`config.mk`:
```
export PLATFORM = sky130hd
export DESIGN_NAME = rwc_top
export DESIGN_NICKNAME = d
export VERILOG_FILES = /design/src/rwc_pkg.sv /design/src/rwc_wdt_if.sv /design/src/rwc_wdt.sv /design/src/rwc_top.sv
export VERILOG_INCLUDE_DIRS = /design/src /design/src/src
export SDC_FILE = /design/constraint.sdc
export NUM_CORES = 1
export LEC_CHECK = 0
export ABC_AREA = 0
export BUFFER_PORTS_ARGS = -buffer_cell sky130_fd_sc_hd__buf_2
export CAP_MARGIN = 20
export CORE_ASPECT_RATIO = 2
export CORE_MARGIN = 2
export CORE_UTILIZATION = 43
export CTS_CLUSTER_SIZE = 14
export DETAILED_ROUTE_END_ITERATION = 8
export GPL_ROUTABILITY_DRIVEN = 1
export GPL_TIMING_DRIVEN = 0
export PLACE_DENSITY = 0.64
export SKIP_CTS_REPAIR_TIMING = 1
export SLEW_MARGIN = 20
export SYNTH_ARGS = -nofsm -noshare
export SYNTH_HDL_FRONTEND = slang
export SYNTH_HIERARCHICAL = 1
export SYNTH_SLANG_ARGS = --single-unit
```
`constraint.sdc`:
```
create_clock -name I_CLK_SYS -period 3.4 [get_ports I_CLK_SYS]
set_input_delay 0.68 -clock I_CLK_SYS [delete_from_list [all_inputs] [get_ports I_CLK_SYS]]
set_output_delay 0.68 -clock I_CLK_SYS [all_outputs]
set_load 0.005 [all_outputs]
```
`src/rwc_cfg.svh`:
```
/*
  Constants of the reset, watchdog and clock control block:
  register offsets, field positions, reset values and timing counts.
  Assumes a 125 MHz block clock and a byte-wide register port.
*/
`ifndef RWC_CFG_SVH
`define RWC_CFG_SVH

// Register offsets on the byte-wide port
`define RWC_ADDR_INT_OSC 8'hB2
`define RWC_ADDR_EXT_OSC 8'hB1
`define RWC_ADDR_RST_SRC 8'hEF
`define RWC_ADDR_WDT_CMD 8'hFF

// Watchdog command codes and fields
`define RWC_WDT_KICK     8'hA5
`define RWC_WDT_DIS1     8'hDE
`define RWC_WDT_DIS2     8'hAD
`define RWC_WDT_LOCK     8'hFF
`define RWC_WDT_CMD_BIT  7
`define RWC_WDT_RUN_BIT  4
`define RWC_WDT_IVL_RST  3'h7
`define RWC_WDT_DIS_WIN  3'h4
`define RWC_WDT_EXP_BASE 6

// Reset source bit positions
`define RWC_RS_CMP0 5
`define RWC_RS_SW   4
`define RWC_RS_POR  1

// Reset values of the oscillator registers and the power-on reset source value
`define RWC_INT_OSC_RST 8'h04
`define RWC_EXT_OSC_RST 8'h30
`define RWC_CAUSE_POR   6'h02

// Synchroniser lanes
`define RWC_SY_VDD  0
`define RWC_SY_PIN  1
`define RWC_SY_CMP  2
`define RWC_SY_LOCK 3
`define RWC_SY_XTAL 4
`define RWC_SY_MON  5

// Timing
`define RWC_CLK_MHZ         125
`define RWC_POR_DELAY_MS    100
`define RWC_POR_DELAY_CYC   (`RWC_POR_DELAY_MS * 1000 * `RWC_CLK_MHZ)
`define RWC_MCD_TIMEOUT_US  220
`define RWC_MCD_TIMEOUT_CYC (`RWC_MCD_TIMEOUT_US * `RWC_CLK_MHZ)
`define RWC_PIN_HOLD_CYC    12

`endif

```
`src/rwc_pkg.sv`:
```
/*
  Types of the reset, watchdog and clock control block.
  Assumes rwc_cfg.svh for every numeric constant.
*/
package rwc_pkg;

  typedef logic [7:0] rwc_byte_t;

  typedef enum logic [1:0] {
    ST_RUN = 2'b00,
    ST_POR = 2'b01,
    ST_PIN = 2'b10,
    ST_INT = 2'b11
  } rwc_rst_state_t;

  typedef struct packed {
    logic       clock_loss_detect_enable;
    logic [1:0] unused;
    logic       int_osc_freq_ready;
    logic       system_clock_source_select;
    logic       int_osc_enable;
    logic [1:0] int_osc_freq_code;
  } rwc_int_osc_t;

  typedef struct packed {
    logic       crystal_valid_flag;
    logic [2:0] ext_osc_mode;
    logic       rsvd;
    logic [2:0] ext_osc_freq_code;
  } rwc_ext_osc_t;

  typedef struct packed {
    logic cmp0_reset;
    logic software_reset_flag;
    logic watchdog_reset_flag;
    logic clock_loss_reset_flag;
    logic power_on_force_flag;
    logic pin_reset_flag;
  } rwc_cause_t;

  typedef struct packed {
    logic        running;
    logic        locked;
    logic [2:0]  interval;
    logic        armed;
    logic [2:0]  arm_cnt;
    logic [20:0] count;
    logic        expire;
  } rwc_wdt_state_t;

  typedef struct packed {
    rwc_rst_state_t rst_state;
    logic [23:0]    hold_cnt;
    rwc_cause_t     cause;
    logic           cmp0_arm;
    rwc_int_osc_t   ioc;
    rwc_ext_osc_t   xoc;
    logic [15:0]    mcd_cnt;
    logic           mon_last;
    logic [5:0]     sync1;
    logic [5:0]     sync2;
    rwc_byte_t      rdata;
  } rwc_top_state_t;

endpackage

```
`src/rwc_wdt_if.sv`:
```
/*
  Carrier between the control top and its watchdog timer.
  Assumes both ends run on the block clock.
*/
`timescale 1ns/1ps
interface rwc_wdt_if;
  logic            cmd_wr;
  rwc_pkg::rwc_byte_t cmd_data;
  logic            sys_init;
  logic            running;
  logic [2:0]      interval;
  logic            expire;

  modport ctl (output cmd_wr, output cmd_data, output sys_init,
               input running, input interval, input expire);
  modport wdt (input cmd_wr, input cmd_data, input sys_init,
               output running, output interval, output expire);
endinterface

```
`src/rwc_wdt.sv`:
```
/*
  Watchdog timer: command decode, disable window, lockout and timeout.
  Assumes command writes arrive only while the system runs.
*/
`timescale 1ns/1ps
`include "rwc_cfg.svh"
module rwc_wdt #(
  parameter int WDT_EXP_BASE = `RWC_WDT_EXP_BASE
) (
  input  wire logic i_clk_sys,
  input  wire logic i_rst_n,
  rwc_wdt_if.wdt    bus
);
  import rwc_pkg::*;

  localparam rwc_wdt_state_t WDT_INIT = '{running: 1'b1, locked: 1'b0,
    interval: `RWC_WDT_IVL_RST, armed: 1'b0, arm_cnt: 3'h0, count: 21'h0, expire: 1'b0};

  rwc_wdt_state_t s;
  rwc_wdt_state_t next_s;

  // Last count before expiry: 4^(3+interval) periods
  function automatic logic [20:0] last_count(input logic [2:0] ivl);
    last_count = 21'((64'd1 << (WDT_EXP_BASE + 2 * int'(ivl))) - 64'd1);
  endfunction

  // Next state of the timer
  always_comb begin
    next_s = s;
    next_s.expire = 1'b0;
    // Window closes after the fourth clock; a completion on that clock still counts
    if (s.armed) begin
      if (s.arm_cnt == `RWC_WDT_DIS_WIN - 3'h1) begin
        next_s.armed = 1'b0;
      end else begin
        next_s.arm_cnt = s.arm_cnt + 3'h1;
      end
    end
    // Compare with >= so a shortened interval still fires
    if (s.running) begin
      if (s.count >= last_count(s.interval)) begin
        next_s.expire = 1'b1;
        next_s.count = 21'h0;
      end else begin
        next_s.count = s.count + 21'h1;
      end
    end
    if (bus.cmd_wr) begin
      next_s.armed = 1'b0;
      if (!bus.cmd_data[`RWC_WDT_CMD_BIT]) begin
        next_s.interval = bus.cmd_data[2:0];
      end
      case (bus.cmd_data)
        `RWC_WDT_KICK: begin
          next_s.running = 1'b1;
          next_s.count = 21'h0;
          next_s.expire = 1'b0;
        end
        `RWC_WDT_DIS1: begin
          next_s.armed = 1'b1;
          next_s.arm_cnt = 3'h0;
        end
        `RWC_WDT_DIS2: begin
          if (s.armed && !s.locked) begin
            next_s.running = 1'b0;
            next_s.count = 21'h0;
            next_s.expire = 1'b0;
          end
        end
        `RWC_WDT_LOCK: begin
          next_s.locked = 1'b1;
        end
        default: begin
        end
      endcase
    end
    // Every system reset restarts at the longest interval
    if (bus.sys_init) begin
      next_s = WDT_INIT;
    end
  end

  // State register
  always_ff @(posedge i_clk_sys) begin
    if (!i_rst_n) begin
      s <= WDT_INIT;
    end else begin
      s <= next_s;
    end
  end

  assign bus.running = s.running;
  assign bus.interval = s.interval;
  assign bus.expire = s.expire;

endmodule // rwc_wdt

```
`src/rwc_top.sv`:
```
/*
  Reset sequencer, reset source flags, clock loss detector,
  oscillator control registers and watchdog for a small MCU.
  Assumes pins and analogue cells are asynchronous to I_CLK_SYS,
  a free-running 125 MHz reference clock, and I_RST_N from the
  supply monitor at power-up.
*/
// Added by the designer: the strobed register port.
`timescale 1ns/1ps
`include "rwc_cfg.svh"
module rwc_top #(
  parameter int POR_DELAY_CYC   = `RWC_POR_DELAY_CYC,
  parameter int MCD_TIMEOUT_CYC = `RWC_MCD_TIMEOUT_CYC,
  parameter int WDT_EXP_BASE    = `RWC_WDT_EXP_BASE
) (
  input  wire logic           I_CLK_SYS,
  input  wire logic           I_RST_N,
  input  wire logic [7:0]     I_ADDR,
  input  wire rwc_pkg::rwc_byte_t I_WDATA,
  input  wire logic           I_WR,
  input  wire logic           I_RD,
  output rwc_pkg::rwc_byte_t  O_RDATA,
  input  wire logic           I_VDD_OK,
  input  wire logic           I_RST_PIN_IN,
  output logic                O_RST_PIN_OUT,
  output logic                O_RST_PIN_OE,
  input  wire logic           I_CMP0_OUT,
  input  wire logic           I_INT_OSC_LOCK,
  input  wire logic           I_XTAL_STABLE,
  input  wire logic           I_SYSTEM_CLOCK_MON,
  output logic                O_SYS_RST_N,
  output logic                O_INT_OSC_EN,
  output logic [1:0]          O_INT_OSC_FREQ,
  output logic                O_SYSTEM_CLOCK_SEL,
  output logic                O_EXT_OSC_EN,
  output logic [2:0]          O_EXT_OSC_MODE,
  output logic [2:0]          O_EXT_OSC_FREQ,
  output logic                O_EXT_DIV2,
  output logic                O_EXT_OSC_INPUT_PIN_GROUND
);
  import rwc_pkg::*;

  localparam rwc_top_state_t TOP_INIT = '{
    rst_state: ST_POR,
    hold_cnt:  24'h0,
    cause:     rwc_cause_t'(`RWC_CAUSE_POR),
    cmp0_arm:  1'b0,
    ioc:       rwc_int_osc_t'(`RWC_INT_OSC_RST),
    xoc:       rwc_ext_osc_t'(`RWC_EXT_OSC_RST),
    mcd_cnt:   16'h0,
    mon_last:  1'b0,
    sync1:     6'h00,
    sync2:     6'h00,
    rdata:     8'h00
  };

  rwc_top_state_t s;
  rwc_top_state_t next_s;
  rwc_wdt_if      wif ();

  logic [5:0] sync_in;
  logic       vdd_ok;
  logic       pin_high;
  logic       in_run;
  logic       por_force;
  logic       sw_force;
  logic       cmp0_fire;
  logic       mcd_fire;
  logic       mon_edge;
  logic       ext_off;
  rwc_byte_t  rd_val;

  // Register address match, shared by write and read decode
  function automatic logic hit(input logic [7:0] a, input logic [7:0] off);
    hit = (a == off);
  endfunction

  // Modes 00x switch the external oscillator off
  function automatic logic mode_off(input logic [2:0] m);
    mode_off = (m[2:1] == 2'b00);
  endfunction

  // Watchdog timer
  rwc_wdt #(
    .WDT_EXP_BASE (WDT_EXP_BASE)
  ) u_wdt (
    .i_clk_sys (I_CLK_SYS),
    .i_rst_n   (I_RST_N),
    .bus       (wif.wdt)
  );

  // Asynchronous inputs, gathered for the two-stage synchroniser
  assign sync_in[`RWC_SY_VDD]  = I_VDD_OK;
  assign sync_in[`RWC_SY_PIN]  = I_RST_PIN_IN;
  assign sync_in[`RWC_SY_CMP]  = I_CMP0_OUT;
  assign sync_in[`RWC_SY_LOCK] = I_INT_OSC_LOCK;
  assign sync_in[`RWC_SY_XTAL] = I_XTAL_STABLE;
  assign sync_in[`RWC_SY_MON]  = I_SYSTEM_CLOCK_MON;

  // Only the second stage is ever looked at
  assign vdd_ok   = s.sync2[`RWC_SY_VDD];
  assign pin_high = s.sync2[`RWC_SY_PIN];
  assign in_run   = (s.rst_state == ST_RUN);
  assign mon_edge = s.sync2[`RWC_SY_MON] ^ s.mon_last;
  assign ext_off  = mode_off(s.xoc.ext_osc_mode);

  // Force bits of the reset source register
  assign por_force = in_run && I_WR && hit(I_ADDR, `RWC_ADDR_RST_SRC)
                     && I_WDATA[`RWC_RS_POR];
  assign sw_force  = in_run && I_WR && hit(I_ADDR, `RWC_ADDR_RST_SRC)
                     && I_WDATA[`RWC_RS_SW];

  // Comparator output low is a reset once armed
  assign cmp0_fire = s.cmp0_arm && !s.sync2[`RWC_SY_CMP];

  // Timeout of the clock loss one-shot
  assign mcd_fire = in_run && s.ioc.clock_loss_detect_enable && !mon_edge
                    && (s.mcd_cnt >= 16'(MCD_TIMEOUT_CYC - 1));

  // Commands reach the watchdog only while running
  assign wif.cmd_wr   = in_run && I_WR && hit(I_ADDR, `RWC_ADDR_WDT_CMD);
  assign wif.cmd_data = I_WDATA;
  assign wif.sys_init = !in_run;

  // Read view of the four registers
  always_comb begin
    rd_val = 8'h00;
    if (hit(I_ADDR, `RWC_ADDR_INT_OSC)) begin
      rd_val = s.ioc;
      rd_val[6:5] = 2'b00;
      rd_val[`RWC_WDT_RUN_BIT] = s.sync2[`RWC_SY_LOCK]
                                 && s.ioc.int_osc_enable && pin_high;
    end else if (hit(I_ADDR, `RWC_ADDR_EXT_OSC)) begin
      rd_val = s.xoc;
      rd_val[7] = s.sync2[`RWC_SY_XTAL] && s.xoc.ext_osc_mode[2];
      rd_val[3] = 1'b0;
    end else if (hit(I_ADDR, `RWC_ADDR_RST_SRC)) begin
      rd_val = {2'b00, s.cause};
    end else if (hit(I_ADDR, `RWC_ADDR_WDT_CMD)) begin
      rd_val = {3'b000, wif.running, 1'b0, wif.interval};
    end
  end

  // Next state of the whole block
  always_comb begin
    next_s = s;
    next_s.sync1 = sync_in;
    next_s.sync2 = s.sync1;
    next_s.mon_last = s.sync2[`RWC_SY_MON];
    next_s.rdata = I_RD ? rd_val : 8'h00;

    // Software writes while the system runs
    if (in_run && I_WR) begin
      if (hit(I_ADDR, `RWC_ADDR_INT_OSC)) begin
        next_s.ioc = I_WDATA;
        next_s.ioc.unused = 2'b00;
        next_s.ioc.int_osc_freq_ready = 1'b0;
      end
      if (hit(I_ADDR, `RWC_ADDR_EXT_OSC)) begin
        next_s.xoc = I_WDATA;
        next_s.xoc.crystal_valid_flag = 1'b0;
        next_s.xoc.rsvd = 1'b0;
      end
      if (hit(I_ADDR, `RWC_ADDR_RST_SRC)) begin
        next_s.cmp0_arm = I_WDATA[`RWC_RS_CMP0];
      end
    end

    // Clock loss counter restarts on every monitored edge
    if (in_run && s.ioc.clock_loss_detect_enable && !mon_edge) begin
      next_s.mcd_cnt = s.mcd_cnt + 16'h1;
    end else begin
      next_s.mcd_cnt = 16'h0;
    end

    // Reset sequencer
    case (s.rst_state)
      ST_RUN: begin
        next_s.hold_cnt = 24'h0;
        if (!vdd_ok || por_force) begin
          next_s.rst_state = ST_POR;
          next_s.cause = rwc_cause_t'(`RWC_CAUSE_POR);
        end else if (!pin_high) begin
          next_s.rst_state = ST_PIN;
          next_s.cause = '0;
          next_s.cause.pin_reset_flag = 1'b1;
        end else if (wif.expire) begin
          next_s.rst_state = ST_INT;
          next_s.cause = '0;
          next_s.cause.watchdog_reset_flag = 1'b1;
        end else if (mcd_fire) begin
          next_s.rst_state = ST_INT;
          next_s.cause = '0;
          next_s.cause.clock_loss_reset_flag = 1'b1;
        end else if (cmp0_fire) begin
          next_s.rst_state = ST_INT;
          next_s.cause = '0;
          next_s.cause.cmp0_reset = 1'b1;
        end else if (sw_force) begin
          next_s.rst_state = ST_INT;
          next_s.cause = '0;
          next_s.cause.software_reset_flag = 1'b1;
        end
      end
      ST_POR: begin
        // Delay restarts whenever the supply dips again
        if (!vdd_ok) begin
          next_s.hold_cnt = 24'h0;
        end else if (s.hold_cnt >= 24'(POR_DELAY_CYC - 1)) begin
          next_s.rst_state = ST_INT;
          next_s.hold_cnt = 24'h0;
        end else begin
          next_s.hold_cnt = s.hold_cnt + 24'h1;
        end
      end
      ST_PIN: begin
        // Released pin still holds the core for a short tail
        if (!vdd_ok) begin
          next_s.rst_state = ST_POR;
          next_s.hold_cnt = 24'h0;
          next_s.cause = rwc_cause_t'(`RWC_CAUSE_POR);
        end else if (!pin_high) begin
          next_s.hold_cnt = 24'h0;
        end else if (s.hold_cnt >= 24'(`RWC_PIN_HOLD_CYC - 1)) begin
          next_s.rst_state = ST_RUN;
          next_s.hold_cnt = 24'h0;
        end else begin
          next_s.hold_cnt = s.hold_cnt + 24'h1;
        end
      end
      ST_INT: begin
        // Pin is ignored here: it lags our own drive by the synchroniser
        if (!vdd_ok) begin
          next_s.rst_state = ST_POR;
          next_s.hold_cnt = 24'h0;
          next_s.cause = rwc_cause_t'(`RWC_CAUSE_POR);
        end else if (s.hold_cnt >= 24'(`RWC_PIN_HOLD_CYC - 1)) begin
          next_s.rst_state = ST_RUN;
          next_s.hold_cnt = 24'h0;
        end else begin
          next_s.hold_cnt = s.hold_cnt + 24'h1;
        end
      end
      default: begin
        next_s.rst_state = ST_POR;
        next_s.hold_cnt = 24'h0;
      end
    endcase

    // Control registers reload reset values one cycle after any reset starts
    if (!in_run) begin
      next_s.ioc = rwc_int_osc_t'(`RWC_INT_OSC_RST);
      next_s.xoc = rwc_ext_osc_t'(`RWC_EXT_OSC_RST);
      next_s.cmp0_arm = 1'b0;
      next_s.mcd_cnt = 16'h0;
    end
  end

  // State register
  always_ff @(posedge I_CLK_SYS) begin
    if (!I_RST_N) begin
      s <= TOP_INIT;
    end else begin
      s <= next_s;
    end
  end

  // Reset outputs: only power-on drives the pin
  assign O_SYS_RST_N   = in_run;
  assign O_RST_PIN_OUT = 1'b0;
  assign O_RST_PIN_OE  = (s.rst_state == ST_POR);

  // Internal oscillator drive
  assign O_INT_OSC_EN   = s.ioc.int_osc_enable && pin_high;
  assign O_INT_OSC_FREQ = s.ioc.int_osc_freq_code;
  assign O_SYSTEM_CLOCK_SEL   = s.ioc.system_clock_source_select;

  // External oscillator drive
  assign O_EXT_OSC_EN   = !ext_off && pin_high;
  assign O_EXT_OSC_MODE = s.xoc.ext_osc_mode;
  assign O_EXT_OSC_FREQ = s.xoc.ext_osc_freq_code;
  assign O_EXT_OSC_INPUT_PIN_GROUND = ext_off;
  assign O_EXT_DIV2     = (s.xoc.ext_osc_mode == 3'h3) || (s.xoc.ext_osc_mode[2:1] == 2'b10)
                          || (s.xoc.ext_osc_mode == 3'h7);

  // Registered read data, zero outside the answer cycle
  assign O_RDATA = s.rdata;

endmodule // rwc_top

```
==> results.md, run 1 <==
* Outcome: completed
* Residual DRC at 0
* Diodes inserted at 0
* Worst hold path endpoint: u_wdt/s[24]$_SDFF_PP0_
* Max-cap viol count at 0
* Initial antenna violation count at 0
* Via count at 4801
* Initial DRC count at 253
* Mux cell area share after synthesis at 1.620%
* Count leader, synth: dfxtp_1
* I/O Buffers at 48
* Critical path's largest stage delay at 0.41 ns
* IO Pins at 50
* Hold Path Origin: u_wdt/s[24]$_SDFF_PP0_
* Share of layout cells above drive strength 1 at 15.23%
* Synth Area in Simple Gates at 28.57%
* Height of the die at 165.9 µm
* Worst Path Arrival at 3.34 ns
* Overall Global Routing Usage at 19.86%
* CP Launch Type: flip-flop
* Register Area at 2242 µm²
* Global-route wire length before repair at 22340 µm
* Post-synthesis xor/xnor area fraction at 8.391%
* Synth Area in Adders at 5.327%
* Max Clk Rate at 321.5 MHz
* Synth cell count leaders: dfxtp_1 (112), nor2_1 (76), nand2_1 (68)
* Antenna Nets Post-Route at 0
* WS Path Type: flip-flop to flip-flop
* Die ar. at 14100 µm²
* Remaining global-route overflow at 0
* Register area share after synthesis at 39.78%
* Crit Path Max Fanout at 10
* Layout area overhead at 13.36%
* Largest area contributor in the netlist: dfxtp_1
* Clk Latency, worst-skew pair at 0.35 ns
* Clock skew at 0.008634 ns
* Max-slew headroom at 41.94%
* Critical path endpoint category: flip-flop
* Worst Tran Pin Value at 0.8489 ns
* Setup TNS Final at 0 ns
* Starting Density at 43.63%
* Clk slew on worst S/H paths at 0.08 ns
* Hold Vio Cnt, Final at 0
* Final Max Tran Viols at 0
* Post-synth EDFFs at 0
* WHS Path Cells at 2
* Synthesis warning total at 6
* Critical Path Slowest Stage Cell: o21ai_1
* Root Buffer Master: clkbuf_16
* Nets at 774
* DRT Wirelength at 13880 µm
* HPWL Detailed at 11090 µm
* Critical Path, Cell by Cell: nor2_1 -> and2_0 -> clkbuf_1 -> clkbuf_1 -> and2_1 -> and2_1 -> nand4_1 -> o21ai_1 -> a21oi_1 -> o211ai_1 -> o21ai_0
* Cell count after synthesis at 664
* Vias in the first global route at 4729
* Clock tree from TritonCTS: built
* Peak supply drop at 0.2753 mV
* Reg-to-reg endpoint: u_wdt/s[3]$_SDFF_PP0_
* 1st-pass router iterations at 4
* Count of cell types in the netlist at 63
* Pwr dens at 392.6 nW/µm²
* Top cell type's share of synthesized area at 39.78%
* Filler instances at 1202
* Final GP Congestion at 0.9248
* RSZ-0062 raised after global routing: false
* Row count at 59
* Worst hold-check path type: flip-flop to flip-flop
* Bufs on Longest Clock Path at 2
* Largest cells by area after synthesis: dfxtp_1 (40%), ha_1 (5.3%), nor2_1 (5.1%), nand2_1 (4.5%), xor2_1 (4.5%)
* CTS Buf Count at 9
* Final core occ at 49.46%
* Worst R2R Start: s[85]$_SDFFE_PN0P_
* Die width at 84.96 µm
* Static leakage at 2.443 nW
* Largest net degree at the start of global routing at 20
* Synth Area per Inst at 8.489 µm²
* Ys flop type: dfxtp_1
* Worst EP required at 3.63 ns
* FFs w/ async S/R, synth at 0%
* Area occupied by multi-input gates at 3085 µm²
* Htree depth at 3
* Finish-stage setup viols at 0
* Register bit total from synthesis at 112
* Via-per-instance ratio at 5.449
* Tcrit/Tclk final at 91.47%
* Flop-to-flop setup slack at 0.29 ns
* Area of the core at 12920 µm²
* DR WL/cell at 15.75 µm
* Largest family of logic cells by synthesized area: simple AND/OR/NAND/NOR gates
* Cell area after synthesis at 5637 µm²
* Clk sinks at 112
* Complex-gate fraction of the synthesized area at 10.48%
* Minimum clock period at 3.110 ns
* Cells on worst reg2reg path at 11
==> per-stage QoR <==
step           hold slack (ns)  total power [mW]  instances  cell area (µm²)  worst slack, ns
2_1_floorplan           0.4061             1.391        665             5640           0.9311
3_3_place_gp            0.4140             1.424        865             6071           0.3355
3_5_place_dp            0.4183             1.427        865             6071           0.2945
4_1_cts                 0.4297             2.534        881             6385           0.2705
5_1_grt                 0.4495             2.595        881             6390          0.03123
6_report                0.4294             2.509        881             6390           0.2899
==> layout by cell type, fill, tap and decap left out, types with 3 or more instances in the layout <==
cell type / instances
dfxtp_1: 112
nor2_1: 76
nand2_1: 68
buf_2: 49
nand3_1: 46
xor2_1: 29
a21oi_1: 27
xnor2_1: 25
ha_1: 24
and2_1: 20
buf_4: 20
nand4_1: 19
inv_1: 16
and3_1: 16
clkbuf_1: 15
nor3_1: 13
o21ai_0: 13
nor2_2: 11
a22oi_1: 10
nand2b_1: 9
clkbuf_16: 9
mux2i_1: 8
nor2b_1: 6
o21a_1: 5
nor4_1: 5
o211ai_1: 5
a211oi_1: 5
and4_1: 4
or3_1: 4
a31oi_1: 4
conb_1: 4
nor3b_1: 3
==> layout make-up <==
cell class	count	area share [%]
multi-input combinational	497	48.29
sequential	112	35.09
buffer	39	3.975
timing repair buffer	48	3.760
clock buffer	10	3.740
tap	152	2.976
clock inverter	6	1.175
inverter	17	0.9986
==> how the worst max path moves through the flow <==
| stage | startpoint | endpoint | slack, ns | depth (start not counted) |
|---|---|---|---|---|
| after floorplan | s[85]$_SDFFE_PN0P_ | u_wdt/s[3]$_SDFF_PP0_ | 0.93 | 11 |
| after global placement | s[85]$_SDFFE_PN0P_ | u_wdt/s[3]$_SDFF_PP0_ | 0.34 | 11 |
| after detailed placement | s[85]$_SDFFE_PN0P_ | u_wdt/s[3]$_SDFF_PP0_ | 0.29 | 11 |
| after CTS | s[85]$_SDFFE_PN0P_ | u_wdt/s[3]$_SDFF_PP0_ | 0.27 | 11 |
| after global routing | s[85]$_SDFFE_PN0P_ | u_wdt/s[5]$_SDFF_PP0_ | 0.03 | 11 |
| final | s[85]$_SDFFE_PN0P_ | u_wdt/s[3]$_SDFF_PP0_ | 0.29 | 11 |
==> flip-flops by register name, summed over array words and instances (netlist names), named ones only <==
register	count
O_EXT_OSC_FREQ	3
O_INT_OSC_FREQ	2
O_SYSTEM_CLOCK_SEL	1
s	55
u_wdt/bus.interval	3
u_wdt/bus.running	1
pin_high	1
O_RDATA	8
u_wdt/s	26
O_EXT_OSC_MODE	3
u_wdt/bus.expire	1
next_s	7
==> where the power goes <==
group	switching [mW]	total (mW)	internal [mW]	leakage (nW)
logic	0.0443	0.0753	0.0310	1.39
clock network	0.508	1.11	0.604	0.152
registers	0.00373	1.32	1.32	0.905
total	0.556	2.51	1.95	2.44
==> critical path: cells and delay by family, from the launching register on <==
| family | cells | cell delay (ns) |
|---|---|---|
| compound gates | 4 | 0.83 |
| simple gates | 5 | 1.15 |
| flops | 1 | 0.37 |
| buf+inv | 2 | 0.61 |
==> kinds of logic (layout without fill, tap and decap cells) <==
family          count (synthesis)  in the layout
other cells                     3              4
compound gates                 90             90
flops                         112            112
buf+inv                        56            120
fa+ha+maj                      24             24
mux                             9              9
xor+xnor                       54             54
simple gates                  316            316
==> metal layers <==
metal / up-vias / global-route usage [%] / share of wire, %
met5: - / 0 / 0
met4: 0 / 10.63 / 4.4
met3: 31 / 3.777 / 2.8
met2: 87 / 38.72 / 57
met1: 2276 / 18.50 / 35
li1: 2407 / - / -
(Power assumes the default switching activity.)
==> inputs of run 2 (changes only) <==
==> constraint.sdc (replaced) <==
create_clock -name I_CLK_SYS -period 3.07 [get_ports I_CLK_SYS]
set_input_delay 0.614 -clock I_CLK_SYS [delete_from_list [all_inputs] [get_ports I_CLK_SYS]]
set_output_delay 0.614 -clock I_CLK_SYS [all_outputs]
set_load 0.005 [all_outputs]
==> run 2 against run 1 <==
Effect of this change:
- setup slack got worse by 0.052 ns
- worst hold slack is essentially flat
- sequential share of layout area hardly changed
- register-to-register slack lost 0.05 ns
- count of clock-buffer cells in the layout did not move
- global-route usage stayed put
- critical path depth is 1 higher
- clock power is 11% higher
- first-iteration DRC count rose by 11%
- maximum frequency rose by 9.8%
- final cell count down 0.11%
- sequential cell count unchanged
- largest cell class unchanged
- highest routed layer unchanged
==> results.md, run 2 (synthesis gave the netlist of run 1 again) <==
* Outcome: completed
* Commonest non-fill, non-tap cell in the layout: dfxtp_1
* Via count at 4780
* Bufs on Longest Clock Path at 2
* Die width at 84.96 µm
* Hold Vio Cnt, Final at 0
* Tcrit/Tclk final at 92.25%
* Overall Global Routing Usage at 19.86%
* Layout area overhead at 13.45%
* I/O Buffers at 48
* Worst EP required at 3.31 ns
* Setup TNS Final at 0 ns
* Reg with most FFs: s
* Antenna Nets Post-Route at 0
* Clock tree from TritonCTS: built
* Clock skew at 0.008883 ns
* 1st-pass router iterations at 4
* CP Launch Type: flip-flop
* Final core occ at 49.50%
* Critical path endpoint category: flip-flop
* Crit Path Max Fanout at 10
* Finish-stage setup viols at 0
* HPWL Detailed at 11090 µm
* Row count at 59
* Cells on worst reg2reg path at 12
* Height of the die at 165.9 µm
* Worst Tran Pin Value at 0.8372 ns
* Clk sinks at 112
* Final Max Tran Viols at 0
* Max-slew headroom at 42.74%
* Minimum clock period at 2.832 ns
* DR WL/cell at 15.73 µm
* Max Clk Rate at 353.1 MHz
* Pwr dens at 433.7 nW/µm²
* Clk Latency, worst-skew pair at 0.35 ns
* Htree depth at 3
* Post-route design area at 6395 µm²
* Global-route wire length before repair at 22340 µm
* Dpl ws at -0.03552 ns
* Initial antenna violation count at 0
* WS Path Type: flip-flop to flip-flop
* Area of the core at 12920 µm²
* Largest net degree at the start of global routing at 20
* Vias in the first global route at 4729
* Via-per-instance ratio at 5.432
* Worst Path Arrival at 3.08 ns
* Clk slew on worst S/H paths at 0.08 ns
* IO Pins at 50
* Non-filler cells, final at 880
* Starting Density at 43.63%
* Worst hold-check path type: flip-flop to flip-flop
* PnR worst setup slack at 0.2380 ns
* Initial DRC count at 282
* RSZ-0062 raised after global routing: false
* Commonest non-fill, non-tap cells in the layout: dfxtp_1 (112), nor2_1 (75), nand2_1 (68), buf_2 (49), nand3_1 (46)
* Residual DRC at 0
* Max reg flops at 55
* Remaining global-route overflow at 0
* Static leakage at 2.448 nW
* Die ar. at 14100 µm²
* Peak supply drop at 0.3046 mV
* DRT Wirelength at 13840 µm
* Max-cap viol count at 0
* CTS Buf Count at 9
* WHS Path Cells at 2
* Diodes inserted at 0
* Share of layout cells above drive strength 1 at 15.80%
* Placed cell count at 865
* Final GP Congestion at 0.9248
* Nets at 773
* Dpl cell area at 6071 µm²
* Root Buffer Master: clkbuf_16
-- run 2: final cells by class --
cell class              instances  area [µm²]
plain buffers                  38       252.7
clock buffers                  10       239.0
clock inverters                 6       75.07
fillers                      1205        6524
inverters                      17       63.81
multi-input cells             497        3092
flip-flops and latches        112        2242
well taps                     152       190.2
repair buffers                 48       240.2
-- run 2: final timing paths --
path	to	slack (ns)	startpoint
setup / recovery	u_wdt/s[7]$_SDFF_PP0_	0.24	u_wdt/bus.interval[0]$_SDFFE_PP1P_
hold / removal	u_wdt/s[24]$_SDFF_PP0_	0.43	u_wdt/s[24]$_SDFF_PP0_
setup reg to reg	u_wdt/s[7]$_SDFF_PP0_	0.24	u_wdt/bus.interval[0]$_SDFFE_PP1P_
hold reg to reg	u_wdt/s[24]$_SDFF_PP0_	0.43	u_wdt/s[24]$_SDFF_PP0_
-- run 2: metrics by stage --
| step | hold slack, ns | power (mW) |
|---|---|---|
| 2_1_floorplan | 0.4061 | 1.541 |
| 3_3_place_gp | 0.4140 | 1.577 |
| 3_5_place_dp | 0.4183 | 1.580 |
| 4_1_cts | 0.4297 | 2.806 |
| 5_1_grt | 0.4495 | 2.874 |
| 6_report | 0.4294 | 2.773 |
-- run 2: critical path, stage by stage, from the launching register on --
cell and delay (ns):
dfxtp_1 0.33, clkbuf_1 0.31, nor2_1 0.09, nor2_1 0.18
nand2_1 0.09, ha_1 0.33, nand4_1 0.22, nor4_4 0.36
o211ai_1 0.18, a41o_1 0.30, nand2_4 0.13, buf_12 0.16
nor2_2 0.05
-- run 2: report_power, final --
part	switching (mW)	internal, mW
clock	0.557	0.669
combinational	0.0491	0.0344
sequential	0.00418	1.46
total	0.610	2.16
-- run 2: layer usage --
metal / vias to the layer above / GRT usage (%) / wire, µm
met1: 2237 / 18.50 / 4818
met4: 0 / 10.63 / 618
li1: 2406 / - / -
met3: 32 / 3.777 / 453
met5: - / 0 / 0
met2: 105 / 38.72 / 7947
